**src/design/fdc_front_pkg.sv**
```systemverilog
/*
 * constants shared by the floppy host register front end and its data separator.
 * assumes a 100 MHz device clock and byte-wide host accesses at small port offsets.
 */
// Summary of operation
// - bus reset clears core, keeps timing setup values
// - either register reset bit clears core registers
// - drive output reset outranks rate select reset
// - rate select reset self-clears; other needs host
// - write precompensation from rate select bits 4:2
// - last written rate register sets data rate
// - new data rate rescales separator clock
// - phase-locked loop separates clock from data
// - drive output register readable; bus reset clears
// - bits 5 and 4 switch drive motors
// - bit 3 gates interrupt and transfer signals
// - bit 2 low holds function reset only
// - bit 0 selects first or second drive
// - tape unit code stored, otherwise unused
// - status bit 7 shows ready for byte
// - status bit 6 shows transfer direction
// - status bit 5 shows programmed transfer mode
// - status bit 4 shows command in progress
// - status bits 1:0 show drive seeking
// - bus reset loads rate select with 02h
// - rate select bit 7 is self-clearing reset
package fdc_front_pkg;
   // host port offsets
   localparam logic [2:0] OFS_DRIVE_OUTPUT = 3'h2;
   localparam logic [2:0] OFS_TAPE_SELECT  = 3'h3;
   localparam logic [2:0] OFS_STATUS_RATE  = 3'h4;  // status on read, rate select on write
   localparam logic [2:0] OFS_DISK_RATE    = 3'h7;
   // drive output control fields
   localparam int DOC_SECOND_MOTOR = 5;
   localparam int DOC_FIRST_MOTOR  = 4;
   localparam int DOC_GATE         = 3;
   localparam int DOC_FUNC_RESET_N = 2;
   localparam int DOC_DRIVE_CHOICE = 0;
   localparam logic [7:0] DOC_WRITABLE = 8'h3D;
   localparam logic [7:0] DOC_RESET    = 8'h00;
   // rate select and tape select fields
   localparam int RSC_SW_RESET     = 7;
   localparam int RSC_PRECOMP_LSB  = 2;
   localparam int RSC_RATE_LSB     = 0;
   localparam logic [7:0] RSC_RESET = 8'h02;
   localparam logic [7:0] TSS_RESET = 8'h00;
   localparam logic [1:0] TSS_MASK  = 2'h3;
   // status fields
   localparam int MSF_READY   = 7;
   localparam int MSF_DIR     = 6;
   localparam int MSF_PIO     = 5;
   localparam int MSF_BUSY    = 4;
   localparam int MSF_SEEK_B  = 1;
   localparam int MSF_SEEK_A  = 0;
   // data rate codes and bit cell times
   localparam logic [1:0] RATE_500K = 2'h0;
   localparam logic [1:0] RATE_300K = 2'h1;
   localparam logic [1:0] RATE_250K = 2'h2;
   localparam logic [1:0] RATE_1M   = 2'h3;
   localparam int CLK_PERIOD_NS = 10;
   localparam int CELL_NS_500K  = 2000;
   localparam int CELL_NS_300K  = 3333;
   localparam int CELL_NS_250K  = 4000;
   localparam int CELL_NS_1M    = 1000;
   localparam int CELL_W        = 9;
   localparam logic [CELL_W-1:0] CELL_CYC_500K = CELL_W'(CELL_NS_500K / CLK_PERIOD_NS);
   localparam logic [CELL_W-1:0] CELL_CYC_300K = CELL_W'(CELL_NS_300K / CLK_PERIOD_NS);
   localparam logic [CELL_W-1:0] CELL_CYC_250K = CELL_W'(CELL_NS_250K / CLK_PERIOD_NS);
   localparam logic [CELL_W-1:0] CELL_CYC_1M   = CELL_W'(CELL_NS_1M / CLK_PERIOD_NS);
   // software reset pulse held toward the core
   localparam logic [3:0] SW_RESET_CYCLES = 4'h4;

   // cycles per bit cell for a rate code
   function automatic logic [CELL_W-1:0] cell_cycles(input logic [1:0] rate);
      unique case (rate)
         RATE_500K: cell_cycles = CELL_CYC_500K;
         RATE_300K: cell_cycles = CELL_CYC_300K;
         RATE_250K: cell_cycles = CELL_CYC_250K;
         RATE_1M:   cell_cycles = CELL_CYC_1M;
      endcase
   endfunction : cell_cycles
endpackage : fdc_front_pkg

```
**src/design/rate_sep_if.sv**
```systemverilog
/*
 * carrier between the host register front end and the data separator.
 * assumes both ends run on the same device clock.
 */
`timescale 1ns/1ps
interface rate_sep_if;
   logic [1:0] rate;
   logic       rate_load;
   logic       cell_tick;
   logic       sep_clock;
   logic       sep_data;
   modport ctrl (output rate, output rate_load, input cell_tick, input sep_clock, input sep_data);
   modport sep  (input rate, input rate_load, output cell_tick, output sep_clock, output sep_data);
endinterface : rate_sep_if

```
**src/design/floppy_reset_and_host_regs.sv**
```systemverilog
/*
 * host-facing front end of the floppy controller: reset handling, rate and
 * precompensation selection, drive output, tape select and status registers.
 * assumes the host port strobes and the core status come from logic on i_clk,
 * and that i_por is a power-on clear separate from the bus reset i_reset.
 */
`timescale 1ns/1ps
module floppy_reset_and_host_regs (
   input  wire logic       i_clk,
   input  wire logic       i_reset,
   input  wire logic       i_por,
   // host port
   input  wire logic [2:0] i_addr,
   input  wire logic       i_wr_en,
   input  wire logic       i_rd_en,
   input  wire logic [7:0] i_wdata,
   output logic      [7:0] o_rdata,
   // core status
   input  wire logic       i_core_ready,
   input  wire logic       i_core_dir,
   input  wire logic       i_core_busy,
   input  wire logic [1:0] i_core_seek,
   input  wire logic       i_specify_load,
   input  wire logic       i_specify_pio,
   // interrupt and transfer signals
   input  wire logic       i_core_irq,
   input  wire logic       i_core_drq,
   input  wire logic       i_dack_n,
   input  wire logic       i_tc,
   // drive read data pin
   input  wire logic       i_read_pulse_n,
   // outputs
   output logic            o_core_reset,
   output logic            o_irq,
   output logic            o_drq,
   output logic            o_core_dack_n,
   output logic            o_core_tc,
   output logic            o_first_motor_on,
   output logic            o_second_motor_on,
   output logic            o_drive_choice,
   output logic      [2:0] o_precomp_sel,
   output logic      [1:0] o_rate_sel,
   output logic            o_pio_mode,
   output logic            o_cell_tick,
   output logic            o_sep_clock,
   output logic            o_sep_data
);
   logic [7:0] drive_output_control_reg;
   logic [1:0] tape_select_store_reg;
   logic [2:0] precomp_reg;
   logic [1:0] rate_reg;
   logic       rate_load_reg;
   logic [3:0] sw_reset_cnt_reg;
   logic       pio_mode_reg;
   logic       func_reset;
   logic       dsr_reset_active;
   logic       wr_doc;
   logic       wr_tss;
   logic       wr_rsc;
   logic       wr_drc;
   logic       gate;
   logic [7:0] status_value;
   logic [7:0] read_value;

   rate_sep_if rs ();

   // write strobes decoded once per register
   assign wr_doc = i_wr_en && (i_addr == fdc_front_pkg::OFS_DRIVE_OUTPUT);
   assign wr_tss = i_wr_en && (i_addr == fdc_front_pkg::OFS_TAPE_SELECT);
   assign wr_rsc = i_wr_en && (i_addr == fdc_front_pkg::OFS_STATUS_RATE);
   assign wr_drc = i_wr_en && (i_addr == fdc_front_pkg::OFS_DISK_RATE);

   // drive output control: only the bus reset clears it, the function reset
   // driven from its own bit must not reset the register holding that bit
   always_ff @(posedge i_clk) begin
      if (i_reset) begin
         drive_output_control_reg <= fdc_front_pkg::DOC_RESET;
      end else if (wr_doc) begin
         drive_output_control_reg <= i_wdata & fdc_front_pkg::DOC_WRITABLE;
      end
   end

   // tape unit code is stored and read back only, nothing else looks at it
   always_ff @(posedge i_clk) begin
      if (i_reset) begin
         tape_select_store_reg <= fdc_front_pkg::TSS_RESET[1:0];
      end else if (wr_tss) begin
         tape_select_store_reg <= i_wdata[1:0] & fdc_front_pkg::TSS_MASK;
      end
   end

   // precompensation from the rate select register; kept across function reset
   always_ff @(posedge i_clk) begin
      if (i_reset) begin
         precomp_reg <= fdc_front_pkg::RSC_RESET[fdc_front_pkg::RSC_PRECOMP_LSB +: 3];
      end else if (wr_rsc) begin
         precomp_reg <= i_wdata[fdc_front_pkg::RSC_PRECOMP_LSB +: 3];
      end
   end

   // data rate follows whichever rate register was written last; a write to
   // both in one cycle cannot happen on a single address port
   always_ff @(posedge i_clk) begin
      if (i_reset) begin
         rate_reg      <= fdc_front_pkg::RSC_RESET[fdc_front_pkg::RSC_RATE_LSB +: 2];
         rate_load_reg <= 1'b1;
      end else if (wr_rsc || wr_drc) begin
         rate_reg      <= i_wdata[fdc_front_pkg::RSC_RATE_LSB +: 2];
         rate_load_reg <= 1'b1;
      end else begin
         rate_load_reg <= 1'b0;
      end
   end

   // self-clearing software reset from the rate select register; a held drive
   // output reset discards it so that only the host can end that reset
   always_ff @(posedge i_clk) begin
      if (i_reset) begin
         sw_reset_cnt_reg <= '0;
      end else if (func_reset) begin
         sw_reset_cnt_reg <= '0;
      end else if (wr_rsc && i_wdata[fdc_front_pkg::RSC_SW_RESET]) begin
         sw_reset_cnt_reg <= fdc_front_pkg::SW_RESET_CYCLES;
      end else if (sw_reset_cnt_reg != '0) begin
         sw_reset_cnt_reg <= sw_reset_cnt_reg - 4'h1;
      end
   end

   assign func_reset       = !drive_output_control_reg[fdc_front_pkg::DOC_FUNC_RESET_N];
   assign dsr_reset_active = (sw_reset_cnt_reg != '0);

   // core reset: the register bit holds it until the host sets it, the rate
   // select pulse ends on its own; bus reset leaves the bit at zero
   always_ff @(posedge i_clk) begin
      if (i_reset) begin
         o_core_reset <= 1'b1;
      end else begin
         o_core_reset <= func_reset || dsr_reset_active || (wr_rsc && i_wdata[fdc_front_pkg::RSC_SW_RESET]);
      end
   end

   // timing setup mode survives both resets; only power-on clears it
   always_ff @(posedge i_clk) begin
      if (i_por) begin
         pio_mode_reg <= 1'b0;
      end else if (i_specify_load && !o_core_reset) begin
         pio_mode_reg <= i_specify_pio;
      end
   end

   // motor and drive select outputs straight from the register bits
   always_ff @(posedge i_clk) begin
      if (i_reset) begin
         o_first_motor_on  <= 1'b0;
         o_second_motor_on <= 1'b0;
         o_drive_choice    <= 1'b0;
      end else begin
         o_first_motor_on  <= drive_output_control_reg[fdc_front_pkg::DOC_FIRST_MOTOR];
         o_second_motor_on <= drive_output_control_reg[fdc_front_pkg::DOC_SECOND_MOTOR];
         o_drive_choice    <= drive_output_control_reg[fdc_front_pkg::DOC_DRIVE_CHOICE];
      end
   end

   assign gate = drive_output_control_reg[fdc_front_pkg::DOC_GATE];

   // interrupt and transfer signals pass only while the gate bit is set;
   // an inactive acknowledge is high so the gated value idles high
   always_ff @(posedge i_clk) begin
      if (i_reset) begin
         o_irq         <= 1'b0;
         o_drq         <= 1'b0;
         o_core_dack_n <= 1'b1;
         o_core_tc     <= 1'b0;
      end else begin
         o_irq         <= gate && i_core_irq;
         o_drq         <= gate && i_core_drq;
         o_core_dack_n <= !gate || i_dack_n;
         o_core_tc     <= gate && i_tc;
      end
   end

   // rate and precompensation toward the write path
   always_ff @(posedge i_clk) begin
      if (i_reset) begin
         o_precomp_sel <= fdc_front_pkg::RSC_RESET[fdc_front_pkg::RSC_PRECOMP_LSB +: 3];
         o_rate_sel    <= fdc_front_pkg::RSC_RESET[fdc_front_pkg::RSC_RATE_LSB +: 2];
         o_pio_mode    <= 1'b0;
      end else begin
         o_precomp_sel <= precomp_reg;
         o_rate_sel    <= rate_reg;
         o_pio_mode    <= pio_mode_reg;
      end
   end

   // status flags; a core held in reset reports nothing but the transfer mode
   always_comb begin
      status_value = 8'h00;
      status_value[fdc_front_pkg::MSF_PIO] = pio_mode_reg;
      if (!o_core_reset) begin
         status_value[fdc_front_pkg::MSF_READY]  = i_core_ready;
         status_value[fdc_front_pkg::MSF_DIR]    = i_core_ready && i_core_dir;
         status_value[fdc_front_pkg::MSF_BUSY]   = i_core_busy;
         status_value[fdc_front_pkg::MSF_SEEK_B] = i_core_seek[1];
         status_value[fdc_front_pkg::MSF_SEEK_A] = i_core_seek[0];
      end
   end

   // read mux; the rate registers are write only: the rate select offset returns status,
   // the disk rate offset reads as zero like any unmapped offset
   always_comb begin
      read_value = 8'h00;
      unique case (i_addr)
         fdc_front_pkg::OFS_DRIVE_OUTPUT: read_value = drive_output_control_reg;
         fdc_front_pkg::OFS_TAPE_SELECT:  read_value = {6'h00, tape_select_store_reg};
         fdc_front_pkg::OFS_STATUS_RATE:  read_value = status_value;
         default:                         read_value = 8'h00;
      endcase
   end

   // read data registered one cycle after the strobe, zero otherwise
   always_ff @(posedge i_clk) begin
      if (i_reset) begin
         o_rdata <= 8'h00;
      end else if (i_rd_en) begin
         o_rdata <= read_value;
      end else begin
         o_rdata <= 8'h00;
      end
   end

   // rate towards the separator
   assign rs.rate      = rate_reg;
   assign rs.rate_load = rate_load_reg;

   data_separator u_sep (
      .i_clk          (i_clk),
      .i_reset        (i_reset),
      .i_read_pulse_n (i_read_pulse_n),
      .sep            (rs.sep)
   );

   // separator results registered once more so the top outputs stay flops
   always_ff @(posedge i_clk) begin
      if (i_reset) begin
         o_cell_tick <= 1'b0;
         o_sep_clock <= 1'b0;
         o_sep_data  <= 1'b0;
      end else begin
         o_cell_tick <= rs.cell_tick;
         o_sep_clock <= rs.sep_clock;
         o_sep_data  <= rs.sep_data;
      end
   end
endmodule : floppy_reset_and_host_regs

```
**src/design/data_separator.sv**
```systemverilog
/*
 * digital phase-locked data separator with a rate-scaled bit cell counter.
 * assumes the raw read pulse arrives asynchronously, active low.
 */
`timescale 1ns/1ps
module data_separator (
   input  wire logic i_clk,
   input  wire logic i_reset,
   input  wire logic i_read_pulse_n,
   rate_sep_if.sep   sep
);
   localparam int W = fdc_front_pkg::CELL_W;
   logic          sync1_reg;
   logic          sync2_reg;
   logic          sync3_reg;
   logic          stable_reg;
   logic          pulse;
   logic [W-1:0]  cell_len_reg;
   logic [W-1:0]  phase_reg;
   logic [W-1:0]  half;
   logic [W-1:0]  quarter;

   // three-stage synchroniser, a level counts once stages two and three agree
   always_ff @(posedge i_clk) begin
      sync1_reg <= i_read_pulse_n;
      sync2_reg <= sync1_reg;
      sync3_reg <= sync2_reg;
      if (i_reset) begin
         stable_reg <= 1'b1;
      end else if (sync2_reg == sync3_reg) begin
         stable_reg <= sync3_reg;
      end
   end
   assign pulse   = (sync2_reg == sync3_reg) && !sync3_reg && stable_reg;
   assign half    = cell_len_reg >> 1;
   assign quarter = cell_len_reg >> 2;

   // cell length follows the selected rate
   always_ff @(posedge i_clk) begin
      if (i_reset) begin
         cell_len_reg <= fdc_front_pkg::CELL_CYC_250K;
      end else if (sep.rate_load) begin
         cell_len_reg <= fdc_front_pkg::cell_cycles(sep.rate);
      end
   end

   // phase counter nudged toward the centre of the window each pulse falls in
   always_ff @(posedge i_clk) begin
      if (i_reset || sep.rate_load) begin
         phase_reg <= '0;
      end else if (phase_reg >= cell_len_reg - W'(1)) begin
         phase_reg <= '0;
      end else if (pulse && (phase_reg < quarter || (phase_reg >= half && phase_reg < half + quarter))) begin
         phase_reg <= phase_reg + W'(2); // early pulse, pull phase forward
      end else if (pulse) begin
         phase_reg <= phase_reg;         // late pulse, hold back one cycle
      end else begin
         phase_reg <= phase_reg + W'(1);
      end
   end

   // clock window is the first half of the cell, data window the second
   always_ff @(posedge i_clk) begin
      if (i_reset) begin
         sep.cell_tick <= 1'b0;
         sep.sep_clock <= 1'b0;
         sep.sep_data  <= 1'b0;
      end else begin
         sep.cell_tick <= (phase_reg == '0);
         sep.sep_clock <= pulse && (phase_reg < half);
         sep.sep_data  <= pulse && (phase_reg >= half);
      end
   end
endmodule : data_separator

```
**config.mk**
```make
export PLATFORM = sky130hd
export DESIGN_NAME = floppy_reset_and_host_regs
export DESIGN_NICKNAME = d
export VERILOG_FILES = /design/src/design/fdc_front_pkg.sv /design/src/design/rate_sep_if.sv /design/src/design/floppy_reset_and_host_regs.sv /design/src/design/data_separator.sv
export SDC_FILE = /design/constraint.sdc
export NUM_CORES = 1
export LEC_CHECK = 0
export ABC_AREA = 1
export BUFFER_PORTS_ARGS = -buffer_cell sky130_fd_sc_hd__buf_2
export CAP_MARGIN = 5
export CORE_UTILIZATION = 45
export CTS_CLUSTER_DIAMETER = 80
export DETAILED_ROUTE_END_ITERATION = 6
export HOLD_SLACK_MARGIN = 0.05
export SYNTH_ARGS = -nofsm -noshare
export SYNTH_HDL_FRONTEND = slang
export SYNTH_SLANG_ARGS = --single-unit
```
**constraint.sdc**
```tcl
create_clock -name i_clk -period 4.7 [get_ports i_clk]
set_input_delay 0.47 -clock i_clk [delete_from_list [all_inputs] [get_ports i_clk]]
set_output_delay 0.47 -clock i_clk [all_outputs]
set_load 0.01 [all_outputs]
```
==> impl_summary.txt <==
----------------------------------------------------
[Run status]
  Run status ... finished, final reports clean

[Worst setup path]
  Cell Chain, Critical Path ... inv_1 -> ha_1 -> nand3_1 -> nand2_1 -> a21oi_1 -> o21ai_0 -> a21oi_1 -> ha_1 -> a21o_1 -> nor2_1 -> nand2_1 -> nor2_1 -> nand2_2 -> nand2_4 -> nand2_2 -> nand2_1 -> nand3b_1 -> nand2_1 -> inv_1
  Master of the slowest instance on the critical path ... dfxtp_1
  Launching instance or port of the critical path ... u_sep.cell_len_reg[4]
  Arrival time at the worst endpoint ... 3.46 ns
  Maximum fanout encountered on the critical timing path ... 9
  Critical path endpoint category ... flop
  Crit start category ... flop
  Delay of the slowest critical-path stage ... 0.44 ns
  Endpoint of the worst setup timing path ... u_sep.phase_reg[7]
  Critical path required time ... 4.94 ns
  Buffers plus inverters on the worst setup path ... 2
  Largest delay share family, worst path ... simple AND/OR/NAND/NOR gates
  Setup CP Type ... reg2reg
  Reg-to-reg setup timing slack ... 1.48 ns
  Stages on the worst setup path ... 19
  Reg-to-Reg End ... u_sep.phase_reg[7]
  Reg-to-Reg Start ... u_sep.cell_len_reg[4]
  FF-to-FF path depth ... 19
  Most used cell, CP ... nand2_1

[Layout]
  Layout area overhead ... 15.9%
  Design area ... 0.00453 sq mm
  Number of antenna cells inserted ... 0
  Number of filler cells placed in the layout ... 787
  Max reg flops ... 9
  Fraction of layout cells with a size suffix above 1 ... 17.3%
  Nets@finish ... 649
  Finished Layout Cells ... 672

[Clock tree]
  Root Buffer Master ... clkbuf_8
  Number of CTS-inserted buffers ... 9
  Post-CTS resize count ... 0
  TritonCTS clock tree ... done
  Hold buffer count at cts ... 0
  Clock transition at path regs ... 0.07 ns
  Clock buffer depth ... 2
  Post-CTS Setup Bufs ... 0
  Clock latency of the later-clocked register in the worst-skew pair ... 0.34 ns
  CTS H-tree depth ... 3
  CTS sink cnt ... 67

[Power]
  Tot Pwr ... 1.42 mW
  Maximum vdd drop ... 0.000171 V
  Power density cells ... 314 mW/mm^2
  Pleak ... 2.25 nW

[GRT]
  Overflow left after global routing ... 0
  Wire length of the first global-routing pass ... 13900 um
  Vias in the first global route ... 3092
  Global-route usage over all layers ... 19.9%
  Antenna violations before repair ... 0
  Largest net degree at the start of global routing ... 28

[Logic synthesis]
  Mapped cell area ... 0.00391 sq mm
  Post-synth top area share ... 34.3%
  Sequential area share after synthesis ... 34.3%
  Mean cell area of the mapped netlist ... 7.72 sq um
  Synthesis Warnings ... 0
  FF+latch count, synth ... 67
  Nets in the synthesized netlist ... 594
  Leading cell types by total area after synthesis ... dfxtp_1 (34%), ha_1 (19%), nand2_1 (9.0%), inv_1 (5.4%), a21oi_1 (5.1%)
  Post-synthesis cell type count ... 39
  Cell type with the highest aggregate area in the netlist ... dfxtp_1
  Synthesized netlist cell count ... 507

[Placed design]
  # port buffers ... 51
  Final weighted congestion of routability-driven global placement ... 0.798
  Placed instance area ... 0.00427 sq mm
  Number of placed instances, taps included ... 656
  HPWL after detailed placement ... 6470 um

[Die]
  Total number of placement rows ... 33
  Chip height ... 95.2 um
  Core Area ... 0.00830 sq mm
  Starting density of the core ... 47.1%
  Chip Width ... 95.2 um
  Die area ... 0.00907 sq mm
  Number of primary I/O pins ... 53

[Timing]
  Setup repair after global routing missed its margin ... no
  Clock tree skew after final layout ... 0.00913 ns
  Final setup violation count ... 0
  Setup TNS after final layout ... 0 ns
  Clock period minus worst slack ... 3.22 ns
  Final hold viol count ... 0
  Transition time at the pin with the least slew margin ... 0.603 ns
  Remaining max-slew budget at the tightest pin ... 59.7%
  Post-route clock period utilization ... 68.5%
  F_max ... 310 MHz
  Number of max-slew violations in the final report ... 0

[Worst hold path]
  Class of the tightest hold or removal check ... in2reg

[Run]
  Maximum Capacitance Violations ... 0

[Route]
  Overall via count from detail_route ... 3357
  Number of remaining DRC errors ... 0
  Detailed Route Iter0 Violations ... 108
  First-pass detailed-route iteration total ... 4
  Via-per-instance ratio ... 5.00
  Mean routed wirelength per cell ... 12.7 um
  Post-Route WL ... 8500 um
  Final antenna-violating net count ... 0

----------------------------------------------------
[cell usage after synthesis (all sizes together)]
cell	n
a211oi	2
o22ai	2
nand3b	4
o21ai	25
buf	3
ha	58
o21bai	1
nand4	4
nor2	56
nand3	34
nand2	101
clkbuf	4
xor2	11
xnor2	5
dfxtp	67
fa	1
or2	2
o31a	1
a22oi	3
a21oi	40
a311oi	1
nor3	10
inv	68
nor3b	1
a21o	1
o211ai	2
[kinds of logic after synthesis]
| family | synth area share [%] |
|---|---|
| buffers and inverters | 7.32 |
| flip-flops | 34.3 |
| adder cells (fa/ha/maj) | 19.1 |
| AND/OR/NAND/NOR | 24.8 |
| XOR/XNOR | 3.58 |
| AO/OA/AOI/OAI | 10.9 |
[how the worst min path moves through the flow]
stage	cells after the start	to	from
after detailed placement	0	u_sep.sync2_reg	u_sep.sync1_reg
after global routing	1	u_sep.sync1_reg	i_read_pulse_n
after global placement	0	u_sep.sync2_reg	u_sep.sync1_reg
final	1	u_sep.sync1_reg	i_read_pulse_n
after CTS	1	u_sep.sync1_reg	i_read_pulse_n
after floorplan	0	u_sep.sync2_reg	u_sep.sync1_reg
[layout by cell type (no fill, tap or decap), types with 2 or more instances in the layout]
cell       synthesis  final
a21oi_1           40     40
a22oi_1            3      3
buf_2              1     51
bufinv_16          0      4
clkbuf_8           0      9
clkinv_4           0      2
dfxtp_1           67     67
ha_1              58     58
inv_1             56     56
inv_2             12     12
nand2_1           94     94
nand2_2            6      6
nand3_1           31     31
nand3_2            3      3
nand3b_1           4      4
nand4_1            4      4
nor2_1            52     52
nor2_2             2      2
nor3_1             6      6
nor3_2             4      4
o211ai_1           2      2
o21ai_0           21     21
o21ai_1            4      4
o22ai_1            2      2
xnor2_1            5      5
xor2_1            11     11
[worst register-to-register path, stage by stage (launching register included)]
cell and delay [ns]:
dfxtp_1 0.44, inv_1 0.21, ha_1 0.40, nand3_1 0.09
nand2_1 0.10, a21oi_1 0.07, o21ai_0 0.27, a21oi_1 0.13
ha_1 0.31, a21o_1 0.18, nor2_1 0.09, nand2_1 0.05
nor2_1 0.16, nand2_2 0.10, nand2_4 0.17, nand2_2 0.10
nand2_1 0.08, nand3b_1 0.08, nand2_1 0.06, inv_1 0.03
[layout make-up]
class | count | area (sq um) | share of cell area, %
inverters | 68 | 255 | 5.63
clock buffers | 10 | 128 | 2.82
multi-input cells | 365 | 2280 | 50.4
repair buffers | 51 | 255 | 5.63
clock inverters | 6 | 138 | 3.04
flip-flops and latches | 67 | 1340 | 29.6
well taps | 105 | 131 | 2.90
[layer usage]
metal / global-route usage (%) / vias up / share of wire [%]
met2: 33.4 / 46 / 47
met1: 25.6 / 1544 / 48
met3: 4.55 / 6 / 3.9
met5: 0 / - / 0
li1: - / 1761 / -
met4: 4.92 / 0 / 0.87
[metrics by stage]
stage | hold WS (ns) | util [%] | worst slack, ns
2_1_floorplan | 0.310 | - | 1.96
3_3_place_gp | 0.312 | 51.4 | 1.52
3_5_place_dp | 0.312 | 51.4 | 1.49
4_1_cts | 0.216 | 54.6 | 1.46
5_1_grt | 0.212 | 54.6 | 1.11
6_report | 0.232 | 54.6 | 1.48
[power by group]
| group | total [mW] | internal, mW | switching (mW) | leakage [nW] |
|---|---|---|---|---|
| combinational | 0.192 | 0.0744 | 0.117 | 1.57 |
| sequential | 0.605 | 0.586 | 0.0193 | 0.546 |
| clock | 0.628 | 0.408 | 0.220 | 0.131 |
| total | 1.42 | 1.07 | 0.357 | 2.25 |
Power figures use the tool's default switching activity.
